## config.mk

```make
export PLATFORM = sky130hd
export DESIGN_NAME = xio_port
export DESIGN_NICKNAME = d
export VERILOG_FILES = /design/src/rtl/xio_pkg.sv /design/src/rtl/xio_port.sv /design/src/rtl/xio_level_mem.sv
export SDC_FILE = /design/constraint.sdc
export NUM_CORES = 1
export LEC_CHECK = 0
export ABC_AREA = 1
export BUFFER_PORTS_ARGS = -buffer_cell sky130_fd_sc_hd__buf_2
export CAP_MARGIN = 20
export CORE_ASPECT_RATIO = 0.9
export CORE_MARGIN = 2
export CORE_UTILIZATION = 30
export CTS_CLUSTER_SIZE = 14
export DETAILED_ROUTE_END_ITERATION = 8
export HOLD_SLACK_MARGIN = 0.06
export PLACE_DENSITY = 0.45
export RECOVER_POWER = 25
export SYNTH_ARGS = -nofsm -noshare
export SYNTH_HDL_FRONTEND = slang
export SYNTH_SLANG_ARGS = --single-unit
```

## constraint.sdc

```tcl
create_clock -name core_clk -period 22.9 [get_ports core_clk]
set_input_delay 5.725 -clock core_clk [delete_from_list [all_inputs] [get_ports core_clk]]
set_output_delay 5.725 -clock core_clk [all_outputs]
set_load 0.05 [all_outputs]
```

## src/rtl/xio_pkg.sv

```systemverilog
// package: register map, field layout and constants for the extra i/o port
package xio_pkg;
    // printed register indices; byte address is four times the index
    localparam logic [15:0] IDX_PIN_DATA = 16'hb806;
    localparam logic [15:0] IDX_LEVEL_ZERO = 16'hb810;
    localparam logic [15:0] IDX_LEVEL_ONE = 16'hb811;
    localparam logic [15:0] IDX_LEVEL_TWO = 16'hb812;
    localparam logic [15:0] IDX_LEVEL_THREE = 16'hb813;
    localparam logic [15:0] IDX_UPDATE = 16'hb81a;
    localparam logic [15:0] IDX_DIRECTION = 16'hb820;
    localparam int ADDR_W = 18;
    localparam int DATA_W = 32;
    localparam int NUM_LEVELS = 4;
    localparam int GROUP_W = 8;
    localparam int MAX_GROUPS = 3;
    localparam int DAC_W = 12;
    // direction bits
    localparam int GROUP0_AS_OUTPUT = 0;
    localparam int GROUP1_AS_OUTPUT = 1;
    localparam int GROUP2_AS_OUTPUT = 2;
    localparam logic [2:0] DIR_RESET = 3'h0;
    localparam logic [31:0] LEVEL_RESET = 32'h0;
    localparam logic [31:0] UPDATE_CMD = 32'h1;
    // level range in millivolts and step size
    localparam int LEVEL_MAX_MV = 10000;
    localparam int LEVEL_STEP_MV = 5;
    localparam logic [11:0] DAC_MID = 12'h800;
    localparam logic [11:0] DAC_TOP = 12'hfff;
    localparam logic [31:0] UNMAPPED_READ = 32'h0;

    function automatic logic [ADDR_W-1:0] byteAddr(input logic [15:0] idx);
        byteAddr = {idx, 2'h0};
    endfunction : byteAddr
endpackage : xio_pkg

```

## src/rtl/xio_port.sv

```systemverilog
// extra i/o port: digital lines by byte group and four staged analog levels
//
// Design decision made here: the Avalon-MM register port.
`timescale 1ns/1ps
`default_nettype none
module xio_port
    import xio_pkg::*;
#(
    parameter int NUM_GROUPS = 3
) (
    // clock and reset
    input wire logic core_clk,
    input wire logic rst,
    // avalon-mm slave
    input wire logic [xio_pkg::ADDR_W-1:0] address,
    input wire logic read,
    input wire logic write,
    input wire logic [3:0] byteenable,
    input wire logic [xio_pkg::DATA_W-1:0] writedata,
    output logic [xio_pkg::DATA_W-1:0] readdata,
    output logic waitrequest,
    output logic [1:0] response,
    // digital lines
    input wire logic [NUM_GROUPS*xio_pkg::GROUP_W-1:0] lineIn,
    output logic [NUM_GROUPS*xio_pkg::GROUP_W-1:0] lineOut,
    output logic [NUM_GROUPS*xio_pkg::GROUP_W-1:0] lineOe,
    // dac codes, offset binary
    output logic [xio_pkg::DAC_W-1:0] dacCode0,
    output logic [xio_pkg::DAC_W-1:0] dacCode1,
    output logic [xio_pkg::DAC_W-1:0] dacCode2,
    output logic [xio_pkg::DAC_W-1:0] dacCode3,
    output logic dacLoad
);
    import xio_pkg::*;
    localparam int LINES = NUM_GROUPS * GROUP_W;

    typedef enum logic [1:0] {
        XIO_IDLE = 2'b00,
        XIO_READ = 2'b01,
        XIO_DONE = 2'b10,
        XIO_DAC = 2'b11
    } xio_state_e;

    // millivolts to offset-binary dac code, clamped to the legal range
    function automatic logic [DAC_W-1:0] mvToCode(input logic [31:0] mv);
        logic signed [31:0] s;
        logic signed [31:0] steps;
        s = $signed(mv);
        if (s > LEVEL_MAX_MV) begin
            s = LEVEL_MAX_MV;
        end else if (s < -LEVEL_MAX_MV) begin
            s = -LEVEL_MAX_MV;
        end
        steps = s / LEVEL_STEP_MV;
        if (steps > 2047) begin
            mvToCode = DAC_TOP;
        end else begin
            mvToCode = DAC_MID + steps[DAC_W-1:0];
        end
    endfunction : mvToCode

    // pins are asynchronous, two flops before any use
    logic [LINES-1:0] pinMeta;
    logic [LINES-1:0] pinSync;
    always_ff @(posedge core_clk) begin
        if (rst) begin
            pinMeta <= '0;
            pinSync <= '0;
        end else begin
            pinMeta <= lineIn;
            pinSync <= pinMeta;
        end
    end

    xio_state_e state, next_state;
    logic [2:0] dir, next_dir;
    logic [LINES-1:0] next_lineOut, next_lineOe;
    logic [DATA_W-1:0] next_readdata;
    logic next_waitrequest;
    logic [1:0] next_response;
    logic [1:0] dacIdx, next_dacIdx;
    logic [DAC_W-1:0] stage [NUM_LEVELS];
    logic [DAC_W-1:0] next_stage [NUM_LEVELS];
    logic [DAC_W-1:0] next_dacCode0, next_dacCode1;
    logic [DAC_W-1:0] next_dacCode2, next_dacCode3;
    logic next_dacLoad;
    logic memWr;
    logic [1:0] memWrAddr, memRdAddr;
    logic [DATA_W-1:0] memRdData;
    logic [15:0] idx;
    logic isLevel;
    logic dacTail, next_dacTail;

    assign idx = address[ADDR_W-1:2];
    assign isLevel = (idx >= IDX_LEVEL_ZERO) && (idx <= IDX_LEVEL_THREE);
    assign memWrAddr = idx[1:0];
    assign memRdAddr = (state == XIO_DAC) ? dacIdx : idx[1:0];

    xio_level_mem #(.DEPTH(NUM_LEVELS), .WIDTH(DATA_W)) u_levels (
        .core_clk(core_clk),
        .rst(rst),
        .wrEn(memWr),
        .wrAddr(memWrAddr),
        .wrData(writedata),
        .rdAddr(memRdAddr),
        .rdData(memRdData)
    );

    always_comb begin
        next_state = state;
        next_dir = dir;
        next_lineOut = lineOut;
        next_readdata = readdata;
        next_waitrequest = 1'b1;
        next_response = response;
        next_dacIdx = dacIdx;
        next_stage = stage;
        next_dacCode0 = dacCode0;
        next_dacCode1 = dacCode1;
        next_dacCode2 = dacCode2;
        next_dacCode3 = dacCode3;
        next_dacLoad = 1'b0;
        memWr = 1'b0;
        case (state)
            XIO_IDLE: begin
                if (write) begin
                    next_response = 2'h0;
                    next_state = XIO_DONE;
                    next_waitrequest = 1'b0;
                    if (idx == IDX_PIN_DATA) begin
                        for (int g = 0; g < NUM_GROUPS; g++) begin
                            // input bytes and the top byte are dropped
                            if (dir[g] && byteenable[g]) begin
                                next_lineOut[g*GROUP_W +: GROUP_W] =
                                    writedata[g*GROUP_W +: GROUP_W];
                            end
                        end
                    end else if (isLevel) begin
                        memWr = 1'b1;
                    end else if (idx == IDX_DIRECTION) begin
                        if (byteenable[0]) begin
                            next_dir = writedata[2:0];
                        end
                    end else if (idx == IDX_UPDATE) begin
                        if (writedata == UPDATE_CMD) begin
                            next_state = XIO_DAC;
                            next_dacIdx = 2'h0;
                            next_waitrequest = 1'b1;
                        end
                    end else begin
                        next_response = 2'h3;
                    end
                end else if (read) begin
                    next_state = XIO_READ;
                end
            end
            XIO_READ: begin
                next_response = 2'h0;
                if (idx == IDX_PIN_DATA) begin
                    next_readdata = {{(DATA_W-LINES){1'b0}}, pinSync};
                end else if (isLevel) begin
                    next_readdata = memRdData;
                end else if (idx == IDX_DIRECTION) begin
                    next_readdata = {29'h0, dir};
                end else if (idx == IDX_UPDATE) begin
                    next_readdata = UNMAPPED_READ;
                end else begin
                    next_readdata = UNMAPPED_READ;
                    next_response = 2'h3;
                end
                next_waitrequest = 1'b0;
                next_state = XIO_DONE;
            end
            XIO_DAC: begin
                // one level per cycle, then a tail cycle loads every dac
                if (dacTail) begin
                    next_stage[NUM_LEVELS-1] = mvToCode(memRdData);
                    next_dacCode0 = next_stage[0];
                    next_dacCode1 = next_stage[1];
                    next_dacCode2 = next_stage[2];
                    next_dacCode3 = next_stage[3];
                    next_dacLoad = 1'b1;
                    next_waitrequest = 1'b0;
                    next_state = XIO_DONE;
                end else begin
                    next_dacIdx = dacIdx + 2'h1;
                    if (dacIdx != 2'h0) begin
                        // memory read data lags its address by one cycle
                        next_stage[dacIdx - 2'h1] =
                            mvToCode(memRdData);
                    end
                end
            end
            XIO_DONE: begin
                next_state = XIO_IDLE;
            end
            default: begin
                next_state = XIO_IDLE;
            end
        endcase
        next_lineOe = '0;
        for (int g = 0; g < NUM_GROUPS; g++) begin
            next_lineOe[g*GROUP_W +: GROUP_W] = {GROUP_W{next_dir[g]}};
        end
    end

    // final level read needs one extra cycle after the walk
    always_comb begin
        next_dacTail = (state == XIO_DAC) && (dacIdx == 2'h3);
    end

    always_ff @(posedge core_clk) begin
        if (rst) begin
            state <= XIO_IDLE;
            dir <= DIR_RESET;
            lineOut <= '0;
            lineOe <= '0;
            readdata <= '0;
            waitrequest <= 1'b1;
            response <= 2'h0;
            dacIdx <= 2'h0;
            dacTail <= 1'b0;
            for (int i = 0; i < NUM_LEVELS; i++) begin
                stage[i] <= DAC_MID;
            end
            dacCode0 <= DAC_MID;
            dacCode1 <= DAC_MID;
            dacCode2 <= DAC_MID;
            dacCode3 <= DAC_MID;
            dacLoad <= 1'b0;
        end else begin
            state <= next_state;
            dir <= next_dir;
            lineOut <= next_lineOut;
            lineOe <= next_lineOe;
            readdata <= next_readdata;
            waitrequest <= next_waitrequest;
            response <= next_response;
            dacIdx <= next_dacIdx;
            dacTail <= next_dacTail;
            stage <= next_stage;
            // all four codes move on the same edge as the load pulse
            dacLoad <= next_dacLoad;
            dacCode0 <= next_dacCode0;
            dacCode1 <= next_dacCode1;
            dacCode2 <= next_dacCode2;
            dacCode3 <= next_dacCode3;
        end
    end
endmodule : xio_port
`default_nettype wire

```

## src/rtl/xio_level_mem.sv

```systemverilog
// small register memory holding the programmed analog levels
`timescale 1ns/1ps
`default_nettype none
module xio_level_mem #(
    parameter int DEPTH = 4,
    parameter int WIDTH = 32
) (
    // clock and reset
    input wire logic core_clk,
    input wire logic rst,
    // write port
    input wire logic wrEn,
    input wire logic [$clog2(DEPTH)-1:0] wrAddr,
    input wire logic [WIDTH-1:0] wrData,
    // registered read port
    input wire logic [$clog2(DEPTH)-1:0] rdAddr,
    output logic [WIDTH-1:0] rdData
);
    logic [WIDTH-1:0] mem [DEPTH];
    logic [WIDTH-1:0] next_mem [DEPTH];
    logic [WIDTH-1:0] next_rdData;

    always_comb begin
        next_mem = mem;
        if (wrEn) begin
            next_mem[wrAddr] = wrData;
        end
        next_rdData = mem[rdAddr];
    end

    always_ff @(posedge core_clk) begin
        if (rst) begin
            for (int i = 0; i < DEPTH; i++) begin
                mem[i] <= '0;
            end
            rdData <= '0;
        end else begin
            mem <= next_mem;
            rdData <= next_rdData;
        end
    end
endmodule : xio_level_mem
`default_nettype wire

```

==> flow_summary.yaml, run 1 <==
setup_path:
  crit_slowest_cell: "o41ai_1"
  critical_path.n_buffers_inverters: 23
  critPathTopFamily: "simple AND/OR/NAND/NOR gates"
  critical-path-max-stage-delay_ns: 0.76
  criticalPathCategory: "reg2reg"
  crit_path_start_kind: "register"
  endpoint_kind: "register"
  crit_top_cell: "nand2_2"
  arrival_ns: 18.93
  cp.required_ns: 23.34
  path_max_fanout: 44
global_routing:
  antenna_found_initial: 1
  grt_max_degree: 125
  gr-usage-all-layers: 0.177
  grt_pass1_wl_mm: 95.4
  first_global_vias: 17200
  grt_remaining_overflow: 0
floorplanning:
  initial_core_util: 0.304
  die-area_sq_um: 67100
  rows: 88
  core_sq_um: 64200
  io_pins: 214
  die_x_um: 273
  die_h_um: 246
sta:
  fmax_ghz: 0.0541
  finClkSkew_ns: 0.0218
  period_needed_ns: 18.48
  setup_tns_ns: 0
  setup_viol: 0
  rsz0062_at_grt: "no"
  setup_ws_ns: 4.42
  tightest_slew_ns: 4.17
  hold_ws_ns: 0.401
  slew_headroom: -1.80
  slew_violations: 181
  finalCritPeriodShare: 0.807
  hold_violations: 0
clock_tree:
  cts_setup_buffers: 0
  cts_sinks: 359
  numCtsBuffers: 40
  clk_path_buf_depth: 3
  h-tree-depth: 2
  clockRootBuffer: "clkbuf_16"
  cts_hold_buf: 0
  ctsResizeCount: 0
  clk_pin_slew_ns: 0.06
  clk-insertion-delay-late_ns: 0.56
  cts_tree: "built"
logic_synthesis:
  synth_edf_count: 0
  yosys_register_bits: 359
  synth_nets: 2915
  ys_seq_area_frac: 0.368
  netlist_instances: 2824
  syn_area_sq_um: 19500
  yosys_warnings: 0
  avgSynthCellArea_sq_um: 6.91
  postSynth.asyncResetShare: 0
  ys_types: 59
  synth_ff_type: "dfxtp_1"
cells_and_area:
  layout-drive-gt1-share: 0.152
  post-route-cell-area_sq_um: 22200
  nFillCells: 6968
  diodes: 0
  nets: 3030
  synthToLayoutAreaGrowth_pct: 13.7
outcome:
  status: "finished with violations"
  violations: "max-capacitance violations, max-slew violations"
place:
  portBuffers: 210
  placement.setup.worst_slack_ns: 4.54
  gp_congestion: 0.873
  dp_hpwl_mm: 43.3
  place_area_sq_um: 21000
drt:
  first_pass_iters: 8
  ant_nets: 0
  routed_wl_mm: 60.6
  drt_iter0_markers: 943
  viasPerCell: 4.77
  wl_per_cell_um: 15.9
  drc_errors: 0
  vias: 18200
min_path:
  holdCritPathClass: "reg2reg"
flow_run:
  maxCapViolations: 2
==> worst register-to-register path: cells and delay by family (launching register included) <==
| family | cells | cell delay, ns |
|---|---|---|
| fa+ha+maj | 3 | 0.84 |
| simple gates | 121 | 12.77 |
| compound gates | 6 | 1.96 |
| buf+inv | 23 | 2.23 |
| flops | 1 | 0.50 |
==> cell usage after synthesis (all sizes together), types with 32 or more instances <==
cell type  number  area (sq um)
clkbuf        104           460
o21ai         260          1310
nand3         253          1400
buf            50           410
nor2          276          1100
o21a           46           345
o211ai         40           300
dfxtp         359          7190
nand4          42           269
inv           429          1620
a211oi         32           240
nand2         580          2700
a21oi         211          1080
==> sequential cells by signal, summed over array words and instances, names as in the netlist <==
| register | cells |
|---|---|
| u_levels.mem | 128 |
| lineOe | 3 |
| u_levels.rdData | 32 |
| waitrequest | 1 |
| dacLoad | 1 |
| dacIdx | 2 |
| dacCode0 | 12 |
| stage | 36 |
| dacTail | 1 |
| pinSync | 24 |
| pinMeta | 24 |
| dacCode3 | 12 |
| state | 2 |
| response | 1 |
| readdata | 32 |
| dacCode1 | 12 |
| dacCode2 | 12 |
| lineOut | 24 |
==> stage by stage <==
step | util | instances
detailed placement | 0.326 | 3752
global placement | 0.326 | 3752
floorplan | - | 2824
CTS | 0.347 | 3821
finish | 0.345 | 3821
global route | 0.345 | 3821
==> final timing paths <==
check / start / endpoint / slack, ns / cells after the start
worst min register to register: pinMeta[14] / pinSync[14] / 0.40 / 2
worst min-delay path: pinMeta[14] / pinSync[14] / 0.40 / 2
worst max-delay path: u_levels.rdData[14] / stage[16] / 4.42 / 153
worst max register to register: u_levels.rdData[14] / stage[16] / 4.42 / 153
==> layout by cell type (no fill, tap or decap), types with 12 or more instances in the layout <==
| cell | n |
|---|---|
| nand2_1 | 454 |
| inv_1 | 376 |
| dfxtp_1 | 359 |
| nor2_1 | 258 |
| o21ai_0 | 242 |
| nand3_1 | 231 |
| a21oi_1 | 209 |
| buf_2 | 136 |
| nand2_2 | 87 |
| clkbuf_1 | 84 |
| inv_2 | 48 |
| o21a_1 | 46 |
| clkbuf_16 | 42 |
| nand4_1 | 41 |
| o211ai_1 | 40 |
| nand2_4 | 38 |
| a211oi_1 | 32 |
| xor2_1 | 30 |
| a31oi_1 | 24 |
| nand3_2 | 19 |
| buf_4 | 17 |
| nor3_1 | 16 |
| nor4_1 | 14 |
| o21ai_1 | 13 |
| nor2_2 | 12 |
==> routing by layer <==
layer / wire (um) / vias to the layer above / track usage / part of all wire
met5: 0 / - / 0 / 0
met4: 1130 / 0 / 0.0433 / 0.019
met3: 1990 / 65 / 0.0241 / 0.033
met2: 27400 / 304 / 0.289 / 0.45
met1: 30000 / 8485 / 0.247 / 0.50
li1: - / 9390 / - / -
==> cell families after synthesis <==
kind of cell,count (synthesis),share of synthesized area
fa+ha+maj,9,0.00577
simple gates,1194,0.293
buf+inv,591,0.131
compound gates,632,0.184
xor+xnor,39,0.0175
flops,359,0.368
==> final cells by class <==
cell class,count,area [sq um],share of cell area
timing repair buffer,228,1090,0.0491
clock inverter,11,145,0.00654
tap,855,1070,0.0482
inverter,436,1670,0.0755
clock buffer,58,1180,0.0533
sequential,359,7190,0.324
multi-input combinational,1874,9830,0.443
Power of run 1 is not shown: default switching activity piles up to over one toggle a cycle in this logic, so the estimate is an artifact.
==> inputs of run 2 (changes only) <==
Settings changed: ABC_AREA 1 to 0, PLACE_DENSITY 0.45 to 0.47.
Clock period 22.9 ns to 16.7 ns, I/O delays scaled along.
==> run 2 against run 1 <==
  * The run ends with design-rule violations, max-capacitance violations, max-slew violations left
  * Final area grew 10%
  * Flip-flop and latch count unchanged
  * Worst setup slack lost 3.5 ns
  * Maximum frequency is 17% higher
  * Synthesized area up 2.3%
  * Wire length is 16% higher
  * Non-clock buffer count increased by 199
  * Utilization up 2.7 points
  * Register-to-register slack got worse by 3.5 ns
  * Final cell count fell by 3.2%
==> flow_summary.yaml, run 2 <==
global_routing:
  grt_pass1_wl_mm: 110
  top_usage_layer: "met2"
  grt_max_degree: 182
  gr-usage-met1: 0.271
  antenna_found_initial: 3
  gr-usage-all-layers: 0.201
  grtUsageMet2: 0.329
  first_global_vias: 19400
  use_met3: 0.0284
  grt_remaining_overflow: 0
logic_synthesis:
  syn_area_sq_um: 20000
  synth_commonest_cells: "510 x nand2_1, 359 x dfxtp_1, 257 x a21oi_1, 257 x nor2_1, 151 x clkbuf_1"
  postSynth.asyncResetShare: 0
  ys_types: 120
  synth.most_common_cell: "nand2_1"
  avgSynthCellArea_sq_um: 7.87
  yosysTopAreaCellShare: 0.360
  yosys_register_bits: 359
  netlist_instances: 2534
  synth_area_leader_cell: "dfxtp_1"
  synthTopCellsByArea: "dfxtp_1 36%, nand2_1 9.6%, a21oi_1 6.4%, nor2_1 4.8%, mux4_2 3.6%"
  ys_seq_area_frac: 0.360
  synth_nets: 2625
  synth_ff_type: "dfxtp_1"
  synth_edf_count: 0
  yosys_warnings: 0
floorplanning:
  die_h_um: 249
  rows: 89
  io_pins: 214
  core_sq_um: 65700
  die-area_sq_um: 68600
  initial_core_util: 0.304
  die_x_um: 276
drt:
  first_pass_iters: 8
  drc_errors: 4
  viasPerCell: 5.41
  wl_per_cell_um: 19.1
  ant_nets: 0
  drt_iter0_markers: 1667
  vias: 20000
  routed_wl_mm: 70.5
clock_tree:
  clk_path_buf_depth: 3
  cts_sinks: 359
  numCtsBuffers: 40
  h-tree-depth: 2
  clk-insertion-delay-late_ns: 0.58
  clk_pin_slew_ns: 0.06
  clockRootBuffer: "clkbuf_16"
  cts_tree: "built"
flow_run:
  maxCapViolations: 1
sta:
  setup_viol: 0
  finClkSkew_ns: 0.0293
  setup_ws_ns: 0.893
  period_needed_ns: 15.81
  tightest_slew_ns: 8.04
  fmax_ghz: 0.0633
  slew_headroom: -4.36
  hold_violations: 0
  slew_violations: 182
  finalCritPeriodShare: 0.947
min_path:
  holdCritPathClass: "reg2reg"
  whs_path_depth: 1
  holdPathEnd: "pinSync[2]"
  hp-start: "pinMeta[2]"
power_and_ir_drop:
  power.switching_mw: 0.433
  internal_power_mw: 1.43
  swShare: 0.233
  combPwrFrac: 0.046
  power.leakage_nw: 9.04
  seqPwrFrac: 0.467
  p_per_area_nw_per_um2: 76.2
  power_frac_clock: 0.487
  peakVddDrop_uv: 72.4
setup_path:
  arrival_ns: 16.20
  cp.required_ns: 17.09
  endpoint_kind: "register"
  crit_path_start_kind: "register"
  crit_start: "u_levels.rdData[23]"
  reg2regPathDepth: 64
  path_max_fanout: 24
  reg2reg_from: "u_levels.rdData[23]"
  critical_path.n_buffers_inverters: 11
  crit_slowest_cell: "o41ai_4"
  rr_endpoint: "dacCode3[1]"
  critical-path-max-stage-delay_ns: 0.56
  r2r_slack_ns: 0.89
  critPathTopFamily: "simple AND/OR/NAND/NOR gates"
  crit_top_cell: "buf_4"
  criticalPathCategory: "reg2reg"
place:
  portBuffers: 210
  dp_hpwl_mm: 49.8
  place_area_sq_um: 22900
  placement.setup.worst_slack_ns: 0.504
  gp_congestion: 0.859
cells_and_area:
  regMostFlops: "u_levels.mem"
  nFillCells: 6862
  synthToLayoutAreaGrowth_pct: 22.6
  layout-drive-gt1-share: 0.217
  top_regs: "u_levels.mem (128), stage (36)"
  final_cell_mix: "508 x nand2_1, 350 x dfxtp_1, 257 x a21oi_1, 252 x nor2_1, 211 x buf_4"
  nets: 2893
  post-route-cell-area_sq_um: 24500
  final_common_cell: "nand2_1"
  largest_reg_flops: 128
outcome:
  violations: "design-rule violations, max-capacitance violations, max-slew violations"
  status: "finished with violations"
## run 2: cell types whose count changed after synthesis, moves of 38 or more
cell      delta
a211oi_2    +41
inv_2       -49
o21ai_0    -181
inv_1      -367
o21a_1      -40
nor3_1      +54
nand2_2     -87
nand2_1     +56
clkbuf_1    +54
nand3_1    -169
nand2_4     -38
a21oi_1     +48
nor2b_1     +83
## run 2: through the flow
| stage | instances | utilization | hold WS, ns | setup TNS (ns) | power, mW |
|---|---|---|---|---|---|
| 3_5_place_dp | 3620 | 0.349 | 0.420 | 0 | 0.974 |
| 4_1_cts | 3692 | 0.370 | 0.432 | 0 | 1.89 |
| 2_1_floorplan | 2534 | - | 0.414 | 0 | 0.938 |
| 6_report | 3697 | 0.372 | 0.429 | 0 | 1.86 |
| 5_1_grt | 3696 | 0.372 | 0.455 | -0.718 | 1.92 |
| 3_3_place_gp | 3619 | 0.349 | 0.424 | 0 | 0.974 |
## run 2: per-layer routing
metal / vias up / share of wire
met4: 4 / 0.027
met2: 587 / 0.47
met3: 103 / 0.056
li1: 9684 / -
met5: - / 0.00037
met1: 9606 / 0.45
## run 2: layout make-up
class / instances / area (sq um) / share of cell area
inverters: 11 / 41.3 / 0.00169
repair buffers: 427 / 2660 / 0.109
well taps: 864 / 1080 / 0.0442
diodes: 1 / 2.50 / 0.000102
multi-input cells: 1963 / 12100 / 0.495
flip-flops and latches: 359 / 7200 / 0.294
clock buffers: 58 / 1170 / 0.0478
clock inverters: 14 / 196 / 0.00803
## run 2: power by group through the flow
| stage | logic, mW | registers [mW] | clock network [mW] |
|---|---|---|---|
| after floorplan | 0.0400 | 0.898 | 0 |
| after global placement | 0.0849 | 0.889 | 0 |
| after detailed placement | 0.0856 | 0.889 | 0 |
| after CTS | 0.0859 | 0.870 | 0.930 |
| after global routing | 0.0931 | 0.870 | 0.961 |
| final | 0.0860 | 0.870 | 0.908 |
## run 2: worst register-to-register path, delay by kind of cell, from the launching register on
| family | cells | cell delay (ns) |
|---|---|---|
| fa+ha+maj | 3 | 0.79 |
| mux | 2 | 0.44 |
| flops | 1 | 0.34 |
| simple gates | 23 | 6.18 |
| compound gates | 24 | 5.73 |
| xor+xnor | 1 | 0.23 |
| buf+inv | 11 | 1.92 |
## run 2: cell families (layout without fill, tap and decap cells)
kind of cell / count (synthesis) / after routing / share of synthesized area
AO/OA/AOI/OAI: 664 / 664 / 0.240
XOR/XNOR: 31 / 31 / 0.0140
adder cells (fa/ha/maj): 11 / 11 / 0.00671
buffers and inverters: 213 / 510 / 0.0480
flip-flops: 359 / 359 / 0.360
multiplexers: 50 / 50 / 0.0456
other: 0 / 1 / 0
AND/OR/NAND/NOR: 1206 / 1207 / 0.286
## run 2: timing repair
action                                  4_1_cts  5_1_grt
hold buffers                                  0        0
endpoints found under the setup margin        0       44
resized for setup                             0       44
buffers inserted                              0        3
## run 2: how the worst max path moves through the flow
stage                     slack [ns]           end  depth (start not counted)
after floorplan                 1.29     stage[22]                         67
after global placement          0.60  dacCode3[10]                         63
after detailed placement        0.50     stage[34]                         66
after CTS                       0.37   dacCode3[1]                         66
after global routing           -0.05  dacCode3[10]                         69
final                           0.89   dacCode3[1]                         64
(Power assumes the default switching activity.)
